$ cat config.mk
export PLATFORM = sky130hd
export DESIGN_NAME = als_lamp_sequencer
export DESIGN_NICKNAME = d
export VERILOG_FILES = /design/src/als_pkg.sv /design/src/als_lamp_sequencer.sv
export VERILOG_INCLUDE_DIRS = /design/src
export SDC_FILE = /design/constraint.sdc
export NUM_CORES = 1
export LEC_CHECK = 0
export ABC_CLOCK_PERIOD_IN_PS = 4000
export BUFFER_PORTS_ARGS = -buffer_cell sky130_fd_sc_hd__buf_2
export CELL_PAD_IN_SITES_DETAIL_PLACEMENT = 0
export CELL_PAD_IN_SITES_GLOBAL_PLACEMENT = 1
export CORE_AREA = 3 3 170 172
export CTS_CLUSTER_DIAMETER = 30
export DETAILED_ROUTE_END_ITERATION = 8
export DIE_AREA = 0 0 173 175
export PLACE_DENSITY = 0.64
export SYNTH_ARGS = -nofsm -noshare
export SYNTH_HDL_FRONTEND = slang
export SYNTH_SLANG_ARGS = --single-unit
$ cat constraint.sdc
create_clock -name i_clock -period 4 [get_ports i_clock]
set_input_delay 0.4 -clock i_clock [delete_from_list [all_inputs] [get_ports i_clock]]
set_output_delay 0.4 -clock i_clock [all_outputs]
set_load 0.02 [all_outputs]
$ cat src/als_regs.svh
// register offsets, field positions, reset values and timing counts of the lamp sequencer
`ifndef ALS_REGS_SVH
`define ALS_REGS_SVH
`define ALS_OFF_CTRL         8'h00
`define ALS_OFF_STATUS       8'h04
`define ALS_OFF_FILTER       8'h08
`define ALS_OFF_TIME         8'h0C
`define ALS_CTRL_THR_LSB     0
`define ALS_CTRL_EN_LSB      8
`define ALS_THR_RESET        8'h80
`define ALS_EN_RESET         2'h3
`define ALS_CLK_NS           8
`define ALS_TICK_NS          1000000
`define ALS_TICK_CYCLES      (`ALS_TICK_NS / `ALS_CLK_NS)
`define ALS_SAMPLE_MASK      7'h7F
`define ALS_TICKS_PER_SEC    16'h03E7
`define ALS_FILTER_MAX       8'hFF
`define ALS_FILTER_MIN       8'h00
`define ALS_DELAY_OFF_LEVEL  8'h04
`define ALS_DUR_SCALE        6'h2D
`define ALS_DUR_SHIFT        6
`define ALS_RESP_OKAY        2'h0
`define ALS_RESP_SLVERR      2'h2
`endif

$ cat src/als_pkg.sv
// types shared by the lamp sequencer
package als_pkg;
    // sequencer states
    typedef enum logic [2:0] {
        ALS_INIT  = 3'h0,
        ALS_READ  = 3'h1,
        ALS_SENSE = 3'h2,
        ALS_DELAY = 3'h3,
        ALS_SLEEP = 3'h4
    } als_state_t;
    // status word read back by software
    typedef struct packed {
        logic [22:0] zero;
        logic        change_flag;
        logic        auto_en;
        logic        delay_active;
        logic [1:0]  lamp;
        logic        dark;
        als_state_t  state;
    } als_status_t;
    // analog readings carried together
    typedef struct packed {
        logic [7:0] light;
        logic [7:0] delay;
    } als_analog_t;
endpackage

$ cat src/als_lamp_sequencer.sv
// automatic exterior lamp sequencer with an axi4-lite register slave
// Overview of operation
// - ignition on: sense light, drive lamps
// - ignition off while sensing: go delay handling
// - lamps lit: hold for delay, off, sleep
// - no lamp lit: sleep at once
// - nothing pending: arm change detect, sleep
// - input change in sleep restarts from init
// - reset or wake: full init, clear flags
// - wake reading dark: lamps on immediately, sense
// - each timer tick bumps 16-bit time
// - awake input change only clears flags
// - sample light every 128 ms tick
// - filter counts up dark, down bright, saturating
// - dark flag set at 255, cleared at 0
// - delay counter steps once per second
// - count reaches duration: delay flag cleared
// - light reading comes from channel 0
// - delay setting comes from channel 1
// - light threshold is software programmable
// - two independently controlled lamp channels
// - delay knob off disables automatic control
// - delay spans two seconds to ~3 minutes
`timescale 1ns/10ps
`include "als_regs.svh"
module als_lamp_sequencer #(
    parameter int P_TICK_CYCLES = `ALS_TICK_CYCLES
) (
    input  wire logic        i_clock,
    input  wire logic        i_rst_n,
    input  wire logic        i_ignition,
    input  wire logic        i_wake_pin,
    input  wire logic [7:0]  i_adc_ch0,
    input  wire logic [7:0]  i_adc_ch1,
    output logic [1:0]       o_lamp,
    output logic             o_sleep,
    input  wire logic [7:0]  i_awaddr,
    input  wire logic        i_awvalid,
    output logic             o_awready,
    input  wire logic [31:0] i_wdata,
    input  wire logic [3:0]  i_wstrb,
    input  wire logic        i_wvalid,
    output logic             o_wready,
    output logic [1:0]       o_bresp,
    output logic             o_bvalid,
    input  wire logic        i_bready,
    input  wire logic [7:0]  i_araddr,
    input  wire logic        i_arvalid,
    output logic             o_arready,
    output logic [31:0]      o_rdata,
    output logic [1:0]       o_rresp,
    output logic             o_rvalid,
    input  wire logic        i_rready
);
    localparam int TW = $clog2(P_TICK_CYCLES);

    // elaboration check: the tick divider needs at least two cycles
    if (P_TICK_CYCLES < 2) begin : g_chk
        $error("tick period must be at least two clock cycles");
    end

    als_pkg::als_state_t  state_q;          // sequencer state
    als_pkg::als_analog_t adc;              // both analog channels
    logic [TW-1:0]        tick_cnt_q;       // clock cycles within one timer tick
    logic                 tick;             // periodic timer event
    logic [15:0]          sys_time_q;       // free running system time
    logic [15:0]          sec_mark_q;       // time value at the last second boundary
    logic                 tick128;          // 128 ms sample point
    logic                 sec_tick;         // one second point
    logic                 ign_meta_q;       // synchroniser first stage
    logic                 ign_q;            // synchronised ignition
    logic                 wake_prev_q;      // wake pin one cycle back
    logic                 ign_prev_q;       // ignition one cycle back
    logic                 pin_change;       // any monitored pin moved
    logic                 change_flag_q;    // pin change flag, held only during sleep
    logic [7:0]           filter_q;         // light filter counter
    logic                 dark_q;           // dark_state_flag
    logic [1:0]           lamp_q;           // lamp relay drive per channel
    logic [7:0]           delay_cnt_q;      // seconds spent in delay handling
    logic                 delay_active_q;   // delay still running
    logic [13:0]          dur_prod;         // scaled delay knob
    logic [7:0]           duration;         // delay in seconds
    logic                 dark_sample;      // reading below threshold
    logic                 auto_en;          // knob not in off position
    logic [7:0]           thr_q;            // programmable light threshold
    logic [1:0]           chan_en_q;        // per channel enable

    // channel 0 carries the photocell, channel 1 the delay knob
    assign adc.light   = i_adc_ch0;
    assign adc.delay   = i_adc_ch1;
    assign dark_sample = adc.light < thr_q;
    assign auto_en     = adc.delay >= `ALS_DELAY_OFF_LEVEL;
    // knob full scale maps to 179 s, knob minimum to zero seconds
    assign dur_prod    = 14'(adc.delay) * 14'(`ALS_DUR_SCALE);
    assign duration    = dur_prod[13:6];

    // timer divider: one tick per millisecond
    always_ff @(posedge i_clock) begin
        if (!i_rst_n) begin
            tick_cnt_q <= '0;
        end else if (tick) begin
            tick_cnt_q <= '0;
        end else begin
            tick_cnt_q <= tick_cnt_q + 1'b1;
        end
    end
    assign tick = tick_cnt_q == TW'(P_TICK_CYCLES - 1);

    // system time counter, wraps freely
    always_ff @(posedge i_clock) begin
        if (!i_rst_n) begin
            sys_time_q <= 16'h0000;
        end else if (tick) begin
            sys_time_q <= sys_time_q + 16'h0001;
        end
    end

    // both scheduler ticks derive from the time counter
    assign tick128  = tick && (sys_time_q[6:0] == `ALS_SAMPLE_MASK);
    assign sec_tick = tick && ((sys_time_q - sec_mark_q) == `ALS_TICKS_PER_SEC);

    // second boundary tracker; survives counter wrap by using a difference
    always_ff @(posedge i_clock) begin
        if (!i_rst_n) begin
            sec_mark_q <= 16'h0000;
        end else if (sec_tick) begin
            sec_mark_q <= sys_time_q + 16'h0001;
        end
    end

    // ignition synchroniser; only the second stage is used
    always_ff @(posedge i_clock) begin
        if (!i_rst_n) begin
            ign_meta_q <= 1'b0;
            ign_q      <= 1'b0;
        end else begin
            ign_meta_q <= i_ignition;
            ign_q      <= ign_meta_q;
        end
    end

    // previous values of the monitored pins for change detection
    always_ff @(posedge i_clock) begin
        if (!i_rst_n) begin
            ign_prev_q  <= 1'b0;
            wake_prev_q <= 1'b0;
        end else begin
            ign_prev_q  <= ign_q;
            wake_prev_q <= i_wake_pin;
        end
    end
    assign pin_change = (ign_prev_q != ign_q) || (wake_prev_q != i_wake_pin);

    // change flag: a new change wins over the clear in the same cycle
    always_ff @(posedge i_clock) begin
        if (!i_rst_n) begin
            change_flag_q <= 1'b0;
        end else if (pin_change) begin
            change_flag_q <= 1'b1;
        end else if (state_q != als_pkg::ALS_SLEEP) begin
            change_flag_q <= 1'b0;
        end
    end

    // main sequencer
    always_ff @(posedge i_clock) begin
        if (!i_rst_n) begin
            state_q <= als_pkg::ALS_INIT;
        end else begin
            case (state_q)
                als_pkg::ALS_INIT: begin
                    state_q <= als_pkg::ALS_READ;
                end
                als_pkg::ALS_READ: begin
                    state_q <= als_pkg::ALS_SENSE;
                end
                als_pkg::ALS_SENSE: begin
                    // ignition off: lit lamps need the delay, dark ones do not
                    if (!ign_q && (|lamp_q)) begin
                        state_q <= als_pkg::ALS_DELAY;
                    end else if (!ign_q) begin
                        state_q <= als_pkg::ALS_SLEEP;
                    end
                end
                als_pkg::ALS_DELAY: begin
                    // ignition back on resumes sensing without a restart
                    if (ign_q) begin
                        state_q <= als_pkg::ALS_SENSE;
                    end else if (!delay_active_q || !auto_en) begin
                        state_q <= als_pkg::ALS_SLEEP;
                    end
                end
                als_pkg::ALS_SLEEP: begin
                    if (pin_change) begin
                        state_q <= als_pkg::ALS_INIT;
                    end
                end
                default: begin
                    state_q <= als_pkg::ALS_INIT;
                end
            endcase
        end
    end

    // light filter and dark flag
    always_ff @(posedge i_clock) begin
        if (!i_rst_n || state_q == als_pkg::ALS_INIT) begin
            filter_q <= `ALS_FILTER_MIN;
            dark_q   <= 1'b0;
        end else if (state_q == als_pkg::ALS_READ) begin
            // wake reading bypasses filtering so lamps light at once
            filter_q <= dark_sample ? `ALS_FILTER_MAX : `ALS_FILTER_MIN;
            dark_q   <= dark_sample;
        end else if (state_q == als_pkg::ALS_SENSE && tick128) begin
            if (dark_sample && filter_q != `ALS_FILTER_MAX) begin
                filter_q <= filter_q + 8'h01;
                dark_q   <= (filter_q == 8'hFE) | dark_q;
            end else if (!dark_sample && filter_q != `ALS_FILTER_MIN) begin
                filter_q <= filter_q - 8'h01;
                dark_q   <= (filter_q != 8'h01) & dark_q;
            end
        end
    end

    // lamp relays: low from reset, follow dark flag while sensing
    always_ff @(posedge i_clock) begin
        if (!i_rst_n || state_q == als_pkg::ALS_INIT || state_q == als_pkg::ALS_SLEEP) begin
            lamp_q <= 2'h0;
        end else if (state_q == als_pkg::ALS_READ) begin
            lamp_q <= (dark_sample && auto_en) ? chan_en_q : 2'h0;
        end else if (state_q == als_pkg::ALS_SENSE) begin
            // each channel gated by its own enable bit
            // ignition off with dark lamps must not light them on the way to sleep
            lamp_q <= (dark_q && auto_en && (ign_q || (|lamp_q))) ? chan_en_q : 2'h0;
        end else if (!auto_en || (!ign_q && !delay_active_q)) begin
            // lamps drop on the same edge that delay handling goes to sleep
            lamp_q <= 2'h0;
        end
    end

    // delay counter and delay flag
    always_ff @(posedge i_clock) begin
        if (!i_rst_n || state_q == als_pkg::ALS_INIT) begin
            delay_cnt_q    <= 8'h00;
            delay_active_q <= 1'b0;
        end else if (state_q == als_pkg::ALS_SENSE) begin
            // armed only while sensing, so an expired flag stays clear in sleep
            delay_cnt_q    <= 8'h00;
            delay_active_q <= duration != 8'h00;
        end else if (state_q == als_pkg::ALS_DELAY && sec_tick && delay_active_q) begin
            delay_cnt_q    <= delay_cnt_q + 8'h01;
            if ((delay_cnt_q + 8'h01) >= duration) begin
                delay_active_q <= 1'b0;
            end
        end
    end

    assign o_lamp  = lamp_q;
    assign o_sleep = state_q == als_pkg::ALS_SLEEP;

    // axi4-lite write side: address and data held until both present
    logic        aw_held_q;   // write address captured
    logic        w_held_q;    // write data captured
    logic [7:0]  awaddr_q;    // captured write address
    logic [31:0] wdata_q;     // captured write data
    logic [3:0]  wstrb_q;     // captured byte enables
    logic        bvalid_q;    // write response pending
    logic [1:0]  bresp_q;     // write response code
    logic        do_write;    // both halves present

    assign o_awready = !aw_held_q && !bvalid_q;
    assign o_wready  = !w_held_q && !bvalid_q;
    assign do_write  = aw_held_q && w_held_q && !bvalid_q;
    assign o_bvalid  = bvalid_q;
    assign o_bresp   = bresp_q;

    // capture each half of a write independently
    always_ff @(posedge i_clock) begin
        if (!i_rst_n) begin
            aw_held_q <= 1'b0;
            w_held_q  <= 1'b0;
            awaddr_q  <= 8'h00;
            wdata_q   <= 32'h0000_0000;
            wstrb_q   <= 4'h0;
        end else begin
            if (i_awvalid && o_awready) begin
                aw_held_q <= 1'b1;
                awaddr_q  <= i_awaddr;
            end else if (do_write) begin
                aw_held_q <= 1'b0;
            end
            if (i_wvalid && o_wready) begin
                w_held_q <= 1'b1;
                wdata_q  <= i_wdata;
                wstrb_q  <= i_wstrb;
            end else if (do_write) begin
                w_held_q <= 1'b0;
            end
        end
    end

    // write response; only the control word is writable
    always_ff @(posedge i_clock) begin
        if (!i_rst_n) begin
            bvalid_q <= 1'b0;
            bresp_q  <= `ALS_RESP_OKAY;
        end else if (do_write) begin
            bvalid_q <= 1'b1;
            bresp_q  <= (awaddr_q[7:2] == 6'(`ALS_OFF_CTRL >> 2)) ? `ALS_RESP_OKAY : `ALS_RESP_SLVERR;
        end else if (i_bready) begin
            bvalid_q <= 1'b0;
        end
    end

    // control register: threshold in byte 0, channel enables in byte 1
    always_ff @(posedge i_clock) begin
        if (!i_rst_n) begin
            thr_q     <= `ALS_THR_RESET;
            chan_en_q <= `ALS_EN_RESET;
        end else if (do_write && awaddr_q[7:2] == 6'(`ALS_OFF_CTRL >> 2)) begin
            if (wstrb_q[0]) begin
                thr_q <= wdata_q[`ALS_CTRL_THR_LSB +: 8];
            end
            if (wstrb_q[1]) begin
                chan_en_q <= wdata_q[`ALS_CTRL_EN_LSB +: 2];
            end
        end
    end

    // axi4-lite read side: one read outstanding, data registered
    logic                 rvalid_q;   // read data pending
    logic [31:0]          rdata_q;    // read data
    logic [1:0]           rresp_q;    // read response code
    als_pkg::als_status_t status;     // live status word
    logic [31:0]          rd_word;    // decoded read value
    logic                 rd_hit;     // address is mapped

    assign o_arready = !rvalid_q;
    assign o_rvalid  = rvalid_q;
    assign o_rdata   = rdata_q;
    assign o_rresp   = rresp_q;

    // status word shows the sequencer's own state
    always_comb begin
        status              = '0;
        status.state        = state_q;
        status.dark         = dark_q;
        status.lamp         = lamp_q;
        status.delay_active = delay_active_q;
        status.auto_en      = auto_en;
        status.change_flag  = change_flag_q;
    end

    // read decode; unmapped words read zero with slverr
    always_comb begin
        rd_word = 32'h0000_0000;
        rd_hit  = 1'b1;
        case (i_araddr[7:2])
            6'(`ALS_OFF_CTRL >> 2):   rd_word = {22'h000000, chan_en_q, thr_q};
            6'(`ALS_OFF_STATUS >> 2): rd_word = status;
            6'(`ALS_OFF_FILTER >> 2): rd_word = {16'h0000, delay_cnt_q, filter_q};
            6'(`ALS_OFF_TIME >> 2):   rd_word = {16'h0000, sys_time_q};
            default:                  rd_hit  = 1'b0;
        endcase
    end

    // read response register
    always_ff @(posedge i_clock) begin
        if (!i_rst_n) begin
            rvalid_q <= 1'b0;
            rdata_q  <= 32'h0000_0000;
            rresp_q  <= `ALS_RESP_OKAY;
        end else if (i_arvalid && o_arready) begin
            rvalid_q <= 1'b1;
            rdata_q  <= rd_word;
            rresp_q  <= rd_hit ? `ALS_RESP_OKAY : `ALS_RESP_SLVERR;
        end else if (i_rready) begin
            rvalid_q <= 1'b0;
        end
    end
endmodule

==> results of run 1 <==
layout make-up:
class,count,area share
tap,378,0.04835
timing repair buffer,106,0.06395
clock buffer,17,0.04349
inverter,67,0.02571
clock inverter,15,0.01663
multi-input combinational,760,0.5420
sequential,127,0.2599
registers in the layout, summed over array words and instances (netlist names), 2 cells and up:
signal and cells:
o_rdata 16, sec_mark_q 16, wstrb_q 2, state_q 3, sys_time_q 16, tick_cnt_q 17, thr_q 8, o_lamp 2
chan_en_q 2, delay_cnt_q 8, awaddr_q 6, filter_q 8, wdata_q 10
power by group through the flow:
stage	logic (µW)	registers (µW)	clock network, µW
2_1_floorplan	493	1350	0
3_3_place_gp	707	1370	0
3_5_place_dp	711	1370	0
4_1_cts	716	1340	1590
5_1_grt	821	1340	1640
6_report	716	1340	1550
cells in the final DEF (no fill, tap or decap), types with 4 or more instances in the layout:
| cell | count |
|---|---|
| a21o_1 | 4 |
| ha_1 | 55 |
| or3_1 | 7 |
| nor4_1 | 8 |
| nand4_1 | 10 |
| ha_4 | 4 |
| o2111ai_1 | 4 |
| xor2_1 | 32 |
| inv_2 | 4 |
| xnor2_1 | 36 |
| a31oi_1 | 7 |
| and3_1 | 18 |
| buf_4 | 33 |
| dfxtp_1 | 127 |
| nand2b_1 | 17 |
| nor3_1 | 17 |
| mux2i_1 | 37 |
| a211oi_1 | 5 |
| nor2b_1 | 7 |
| a21oi_1 | 51 |
| nand3b_1 | 4 |
| a22oi_1 | 13 |
| o31ai_1 | 7 |
| mux4_2 | 9 |
| fa_1 | 10 |
| nand3_1 | 38 |
| o211ai_1 | 5 |
| clkbuf_16 | 17 |
| nand2_1 | 108 |
| conb_1 | 18 |
| inv_6 | 4 |
| buf_2 | 71 |
| and2_1 | 10 |
| o21ai_0 | 20 |
| nor2_1 | 120 |
| inv_8 | 7 |
| or4_1 | 10 |
| o21a_1 | 7 |
| inv_1 | 63 |
repair_timing:
action,CTS,global route
gates resized for setup,0,13
setup buffers,0,2
endpoints found under the setup margin,0,1
logic make-up (layout without fill, tap and decap cells):
group / Yosys count / in the layout
compound gates: 161 / 161
mux: 49 / 49
simple gates: 393 / 393
flops: 127 / 127
fa+ha+maj: 71 / 71
buf+inv: 126 / 205
other cells: 1 / 18
xor+xnor: 68 / 68
critical path: stages:
cell and delay (ps):
buf_2 120, buf_4 130, ha_1 320, ha_1 330
fa_1 470, ha_1 230, or3_4 360, o221a_4 230
a211o_1 280, a21o_1 220, a21oi_2 150, xor2_1 90
ha_1 310, o211ai_1 120, a2111oi_2 300, nor3_1 80
path summary, 6_finish.rpt:
path,from,to,slack [ps],cells past startpoint
min reg2reg,tick_cnt_q[0],tick_cnt_q[0],450,1
min,i_rready,o_rvalid,150,2
max,i_adc_ch1[3],delay_active_q,160,16
max reg2reg,sys_time_q[0],delay_cnt_q[4],340,13
metrics by stage:
| stage | setup WS, ps | util | std cells |
|---|---|---|---|
| after floorplan | -121.1 | - | 1013 |
| after global placement | -366.2 | 0.3311 | 1436 |
| after detailed placement | -418.5 | 0.3311 | 1436 |
| after CTS | 47.39 | 0.3524 | 1468 |
| after global routing | 0.3615 | 0.3540 | 1470 |
| final | 160.4 | 0.3540 | 1470 |
per-layer routing:
metal	wire length (µm)	GRT usage
met5	9	0
met4	193	0.03345
met3	658	0.02608
met2	10400	0.2471
met1	9810	0.1760
==> impl_metrics.py, run 1 <==
metrics = {
    "run_status": {
        "status": "finished, final reports clean",
    },
    "die": {
        "start_util": 0.2979,
        "rows": 61,
        "fp.coreArea_mm2": 0.02763,
        "io_pins": 121,
        "die_w_um": 173,
        "die_height_um": 175,
        "die-area_mm2": 0.03028,
    },
    "synthesis": {
        "synth_edf_count": 0,
        "synth_most_common_cell": "dfxtp_1",
        "ys_ff_latch": 127,
        "syn_inst": 996,
        "synth_top_family_by_area": "simple AND/OR/NAND/NOR gates",
        "synthTopCellsByArea": "dfxtp_1 (31%), ha_1 (9.3%), nor2_1 (5.5%)",
        "async_reset_ff_frac": 0,
        "synth.distinct_cells": 74,
        "synth_fa_ha_area_frac": 0.1171,
        "synth_compound_area_frac": 0.1329,
        "synthMuxAreaShare": 0.07373,
        "synth_common_cells": "dfxtp_1 (127), nor2_1 (120), nand2_1 (108), inv_1 (67), ha_1 (61)",
        "synth-main-ff-cell": "dfxtp_1",
        "ys_seq_area_frac": 0.3089,
        "synth_xor_area_frac": 0.07236,
        "synth_simple_gate_area_frac": 0.2288,
        "synth_largest_area_cell": "dfxtp_1",
        "yosys_warnings": 0,
        "netlist.area_leader.share": 0.3089,
        "synth_area_mm2": 0.008230,
        "postSynthAreaPerCell_um2": 8.263,
    },
    "sta": {
        "rsz0062_at_grt": "no",
        "drv_slew": 0,
        "hold_viol": 0,
        "tightest_slew_ps": 1143,
        "min_period_ps": 3840,
        "fin_tns_setup_ps": 0,
        "fin_skew_ps": 12.45,
        "post-route-period-util": 0.9599,
        "relSlewSlack": 0.2381,
        "holdWs_ps": 147.8,
        "setup_viol_count_final": 0,
        "fmax_mhz": 260.4,
    },
    "grt": {
        "first_global_vias": 6824,
        "grt_usage": 0.1397,
        "grt_remaining_overflow": 0,
        "grt_max_degree": 45,
        "antenna_found_initial": 1,
        "grt_pass1_wl_mm": 34.99,
    },
    "route": {
        "vias_per_cell": 4.794,
        "drt_iter0_markers": 296,
        "drt_wl_total_mm": 21.07,
        "drc": 0,
        "firstDrtPassIters": 5,
        "wl_per_cell_um": 14.33,
        "ant_nets": 0,
        "num_vias": 7047,
    },
    "power": {
        "power_density_mw_per_mm2": 368.3,
        "vdd_ir_drop_max_mv": 0.1967,
        "sw_frac_of_total": 0.3102,
        "p_seq_frac": 0.372,
        "combPwrFrac": 0.199,
        "p_total_uw": 3602,
        "leakage_uw": 0.004184,
        "p_int_uw": 2485,
        "p_clk_frac": 0.429,
        "p_switching_uw": 1118,
    },
    "place": {
        "gp_congestion": 0.8121,
        "dpl.hpwl_mm": 16.18,
        "placed_area_mm2": 0.009149,
        "io_buffers": 74,
    },
    "cells_and_area": {
        "nNetsFinal": 1227,
        "seqCellArea_mm2": 0.002542,
        "diodes": 0,
        "fillCellCount": 2942,
        "drive_gt1_frac": 0.1648,
        "design_area_mm2": 0.009782,
        "multi_input_area_mm2": 0.005301,
        "area_growth_pct": 18.85,
    },
    "critical_path": {
        "critical_path_arrival_ps": 4140,
        "worstSetupStartpointType": "input pin",
        "path_max_fanout": 3,
        "end_kind": "flop",
        "crit_type": "in2reg",
        "worstPathRequired_ps": 4300,
    },
    "clock_tree": {
        "cts.reportedPaths.clkPinSlew_ps": 70,
        "cts_tree": "yes",
        "cts_made_buffers": 17,
        "cts-hold-fix-buffers": 0,
        "clkLatencyLatePin_ps": 430,
        "numClockSinks": 127,
        "clock_path_buffers": 2,
        "clockRootBuffer": "clkbuf_16",
        "htreeDepth": 4,
    },
    "run": {
        "drv_cap": 0,
    },
    "min_path": {
        "holdCritPathClass": "in2reg",
    },
}
Note: power is estimated with default switching activity, not from simulation.
==> run 2, diff against run 1 <==
--- a/config.mk
+++ b/config.mk
@@ -6,15 +6,15 @@
 export SDC_FILE = /design/constraint.sdc
 export NUM_CORES = 1
 export LEC_CHECK = 0
-export ABC_CLOCK_PERIOD_IN_PS = 4000
+export ABC_CLOCK_PERIOD_IN_PS = 4300
 export BUFFER_PORTS_ARGS = -buffer_cell sky130_fd_sc_hd__buf_2
 export CELL_PAD_IN_SITES_DETAIL_PLACEMENT = 0
 export CELL_PAD_IN_SITES_GLOBAL_PLACEMENT = 1
-export CORE_AREA = 3 3 170 172
+export CORE_AREA = 3 3 143 145
 export CTS_CLUSTER_DIAMETER = 30
 export DETAILED_ROUTE_END_ITERATION = 8
-export DIE_AREA = 0 0 173 175
-export PLACE_DENSITY = 0.64
+export DIE_AREA = 0 0 146 148
+export PLACE_DENSITY = 0.82
 export SYNTH_ARGS = -nofsm -noshare
 export SYNTH_HDL_FRONTEND = slang
 export SYNTH_SLANG_ARGS = --single-unit
==> constraint.sdc (replaced) <==
create_clock -name i_clock -period 4.3 [get_ports i_clock]
set_input_delay 0.43 -clock i_clock [delete_from_list [all_inputs] [get_ports i_clock]]
set_output_delay 0.43 -clock i_clock [all_outputs]
set_load 0.02 [all_outputs]
==> run 2 against run 1 <==
Effect of this change: sequential cell count unchanged; routed wire length decreased by 7.4%; final cell count decreased by 8.0%; critical endpoint unchanged; highest routed layer is now met4.
==> impl_metrics.py, run 2 (synthesis results as in run 1) <==
metrics = {
    "critical_path": {
        "crit_type": "in2reg",
        "path_max_fanout": 3,
        "path_cells": "buf_2 > ha_1 > fa_1 > inv_1 > fa_1 > inv_1 > ha_1 > or3_1 > o221a_2 > a211o_1 > buf_4 > xnor2_1 > ha_1 > o21ai_0 > a21oi_1 > o211ai_1 > a2111oi_2 > nor3_1",
        "cp_common_cell": "ha_1",
        "reg2reg_slack_ps": 410,
        "worstSetupStartpointType": "input pin",
        "cpLargestDelayFamily": "adder cells",
        "critPathMaxStageDelay_ps": 540,
        "end_kind": "flop",
        "worstPathRequired_ps": 4600,
        "cp_num_buf_inv": 4,
        "critical_path_arrival_ps": 4350,
        "cp_slowest_cell": "fa_1",
    },
    "grt": {
        "grt_pass1_wl_mm": 32.75,
        "grt_max_degree": 53,
        "grt_remaining_overflow": 0,
        "met2_usage": 0.3191,
        "gr-max-usage-layer": "met2",
        "use_met1": 0.2335,
        "first_global_vias": 6711,
        "antenna_found_initial": 0,
        "grt_usage": 0.1834,
        "grt_use_met3": 0.03740,
    },
    "cells_and_area": {
        "seqCellArea_mm2": 0.002542,
        "drive_gt1_frac": 0.1509,
        "top_register": "tick_cnt_q",
        "fillCellCount": 1855,
        "nNetsFinal": 1222,
        "layout_common_cells": "dfxtp_1 (127), nor2_1 (120), nand2_1 (108)",
        "finish.utilization": 0.4942,
        "layout_commonest_cell": "dfxtp_1",
        "design_area_mm2": 0.009555,
        "final_cells": 1352,
        "largest_reg_flops": 17,
        "diodes": 0,
        "area_growth_pct": 16.10,
        "multi_input_area_mm2": 0.005245,
    },
    "route": {
        "drc": 0,
        "drt_iter0_markers": 452,
        "vias_per_cell": 5.186,
        "firstDrtPassIters": 5,
        "drt_wl_total_mm": 19.51,
        "wl_per_cell_um": 14.43,
        "num_vias": 7011,
        "ant_nets": 0,
    },
    "die": {
        "rows": 51,
        "start_util": 0.4257,
        "io_pins": 121,
        "die_w_um": 146,
        "die_height_um": 148,
        "die-area_mm2": 0.02161,
        "fp.coreArea_mm2": 0.01933,
    },
    "sta": {
        "fin_skew_ps": 8.939,
        "post-route-period-util": 0.9422,
        "relSlewSlack": 0.3998,
        "setup_viol_count_final": 0,
        "rsz0062_at_grt": "no",
        "fmax_mhz": 246.8,
        "fin_tns_setup_ps": 0,
        "hold_viol": 0,
        "tightest_slew_ps": 897.0,
        "min_period_ps": 4051,
        "drv_slew": 0,
    },
    "min_path": {
        "holdCritPathClass": "in2reg",
    },
    "run_status": {
        "status": "finished, final reports clean",
    },
    "clock_tree": {
        "post_cts_resized": 0,
        "numClockSinks": 127,
        "clockRootBuffer": "clkbuf_16",
        "clkLatencyLatePin_ps": 420,
        "cts-hold-fix-buffers": 0,
        "post-cts-setup-buffer-count": 0,
        "htreeDepth": 4,
        "cts.reportedPaths.clkPinSlew_ps": 70,
        "clock_path_buffers": 2,
        "cts_made_buffers": 17,
        "cts_tree": "yes",
    },
    "power": {
        "leakage_uw": 0.004158,
        "vdd_ir_drop_max_mv": 0.2594,
        "p_total_uw": 3342,
        "power_density_mw_per_mm2": 349.7,
    },
    "place": {
        "io_buffers": 74,
        "placed_area_mm2": 0.008909,
        "gp_congestion": 0.8400,
        "dpl.hpwl_mm": 14.81,
        "place_inst": 1320,
    },
    "run": {
        "drv_cap": 0,
    },
}
run 2: cell types whose count changed in the layout (fill, tap and decap cells not counted), moves of 2 or more:
cell / before / now
buf_4: 33 / 27
buf_2: 71 / 74
ha_1: 55 / 59
clkinv_8: 2 / 0
ha_2: 2 / 0
buf_6: 2 / 0
ha_4: 4 / 2
bufinv_16: 0 / 2
inv_1: 63 / 66
inv_2: 4 / 1
run 2: area by class of cell:
class                      instances  area share
timing repair buffer             101     0.05997
sequential                       127      0.2661
clock buffer                      17     0.04452
multi-input combinational        760      0.5489
clock inverter                    15     0.01951
inverter                          67     0.02632
tap                              265     0.03470
run 2: worst reg2reg max path, stage by stage, from the launching register on:
cell and delay, ps:
dfxtp_1 310, inv_1 50, ha_1 150, inv_1 50, fa_1 390, a21o_1 190
and4_4 200, o211a_1 260, or4_1 610, a2111oi_4 340, o2111ai_2 480, or4_1 630
a21oi_1 160
run 2: power breakdown:
part / switching, µW / total [µW] / internal [µW]
sequential: 38.2 / 1250 / 1210
combinational: 324 / 602 / 278
clock: 608 / 1490 / 885
run 2: stage by stage:
stage,hold slack [ps],worst slack [ps]
final,179.6,248.7
after global routing,194.6,17.55
after CTS,171.3,122.9
after detailed placement,419.9,-334.6
after global placement,414.1,-234.1
after floorplan,411.9,18.76
run 2: final timing paths:
kind | depth (start not counted) | to | from
max | 18 | delay_active_q | i_adc_ch1[5]
min | 2 | o_rvalid | i_rready
max reg2reg | 12 | delay_cnt_q[6] | sys_time_q[0]
min reg2reg | 1 | ign_q | ign_meta_q
run 2: routing by layer:
layer  vias to the layer above  wire [µm]  share of wire
met2                       119       9591           0.49
met1                      3290       8988           0.46
met3                        16        761          0.039
li1                       3586          -              -
met5                         -          0              0
met4                         0        172         0.0088
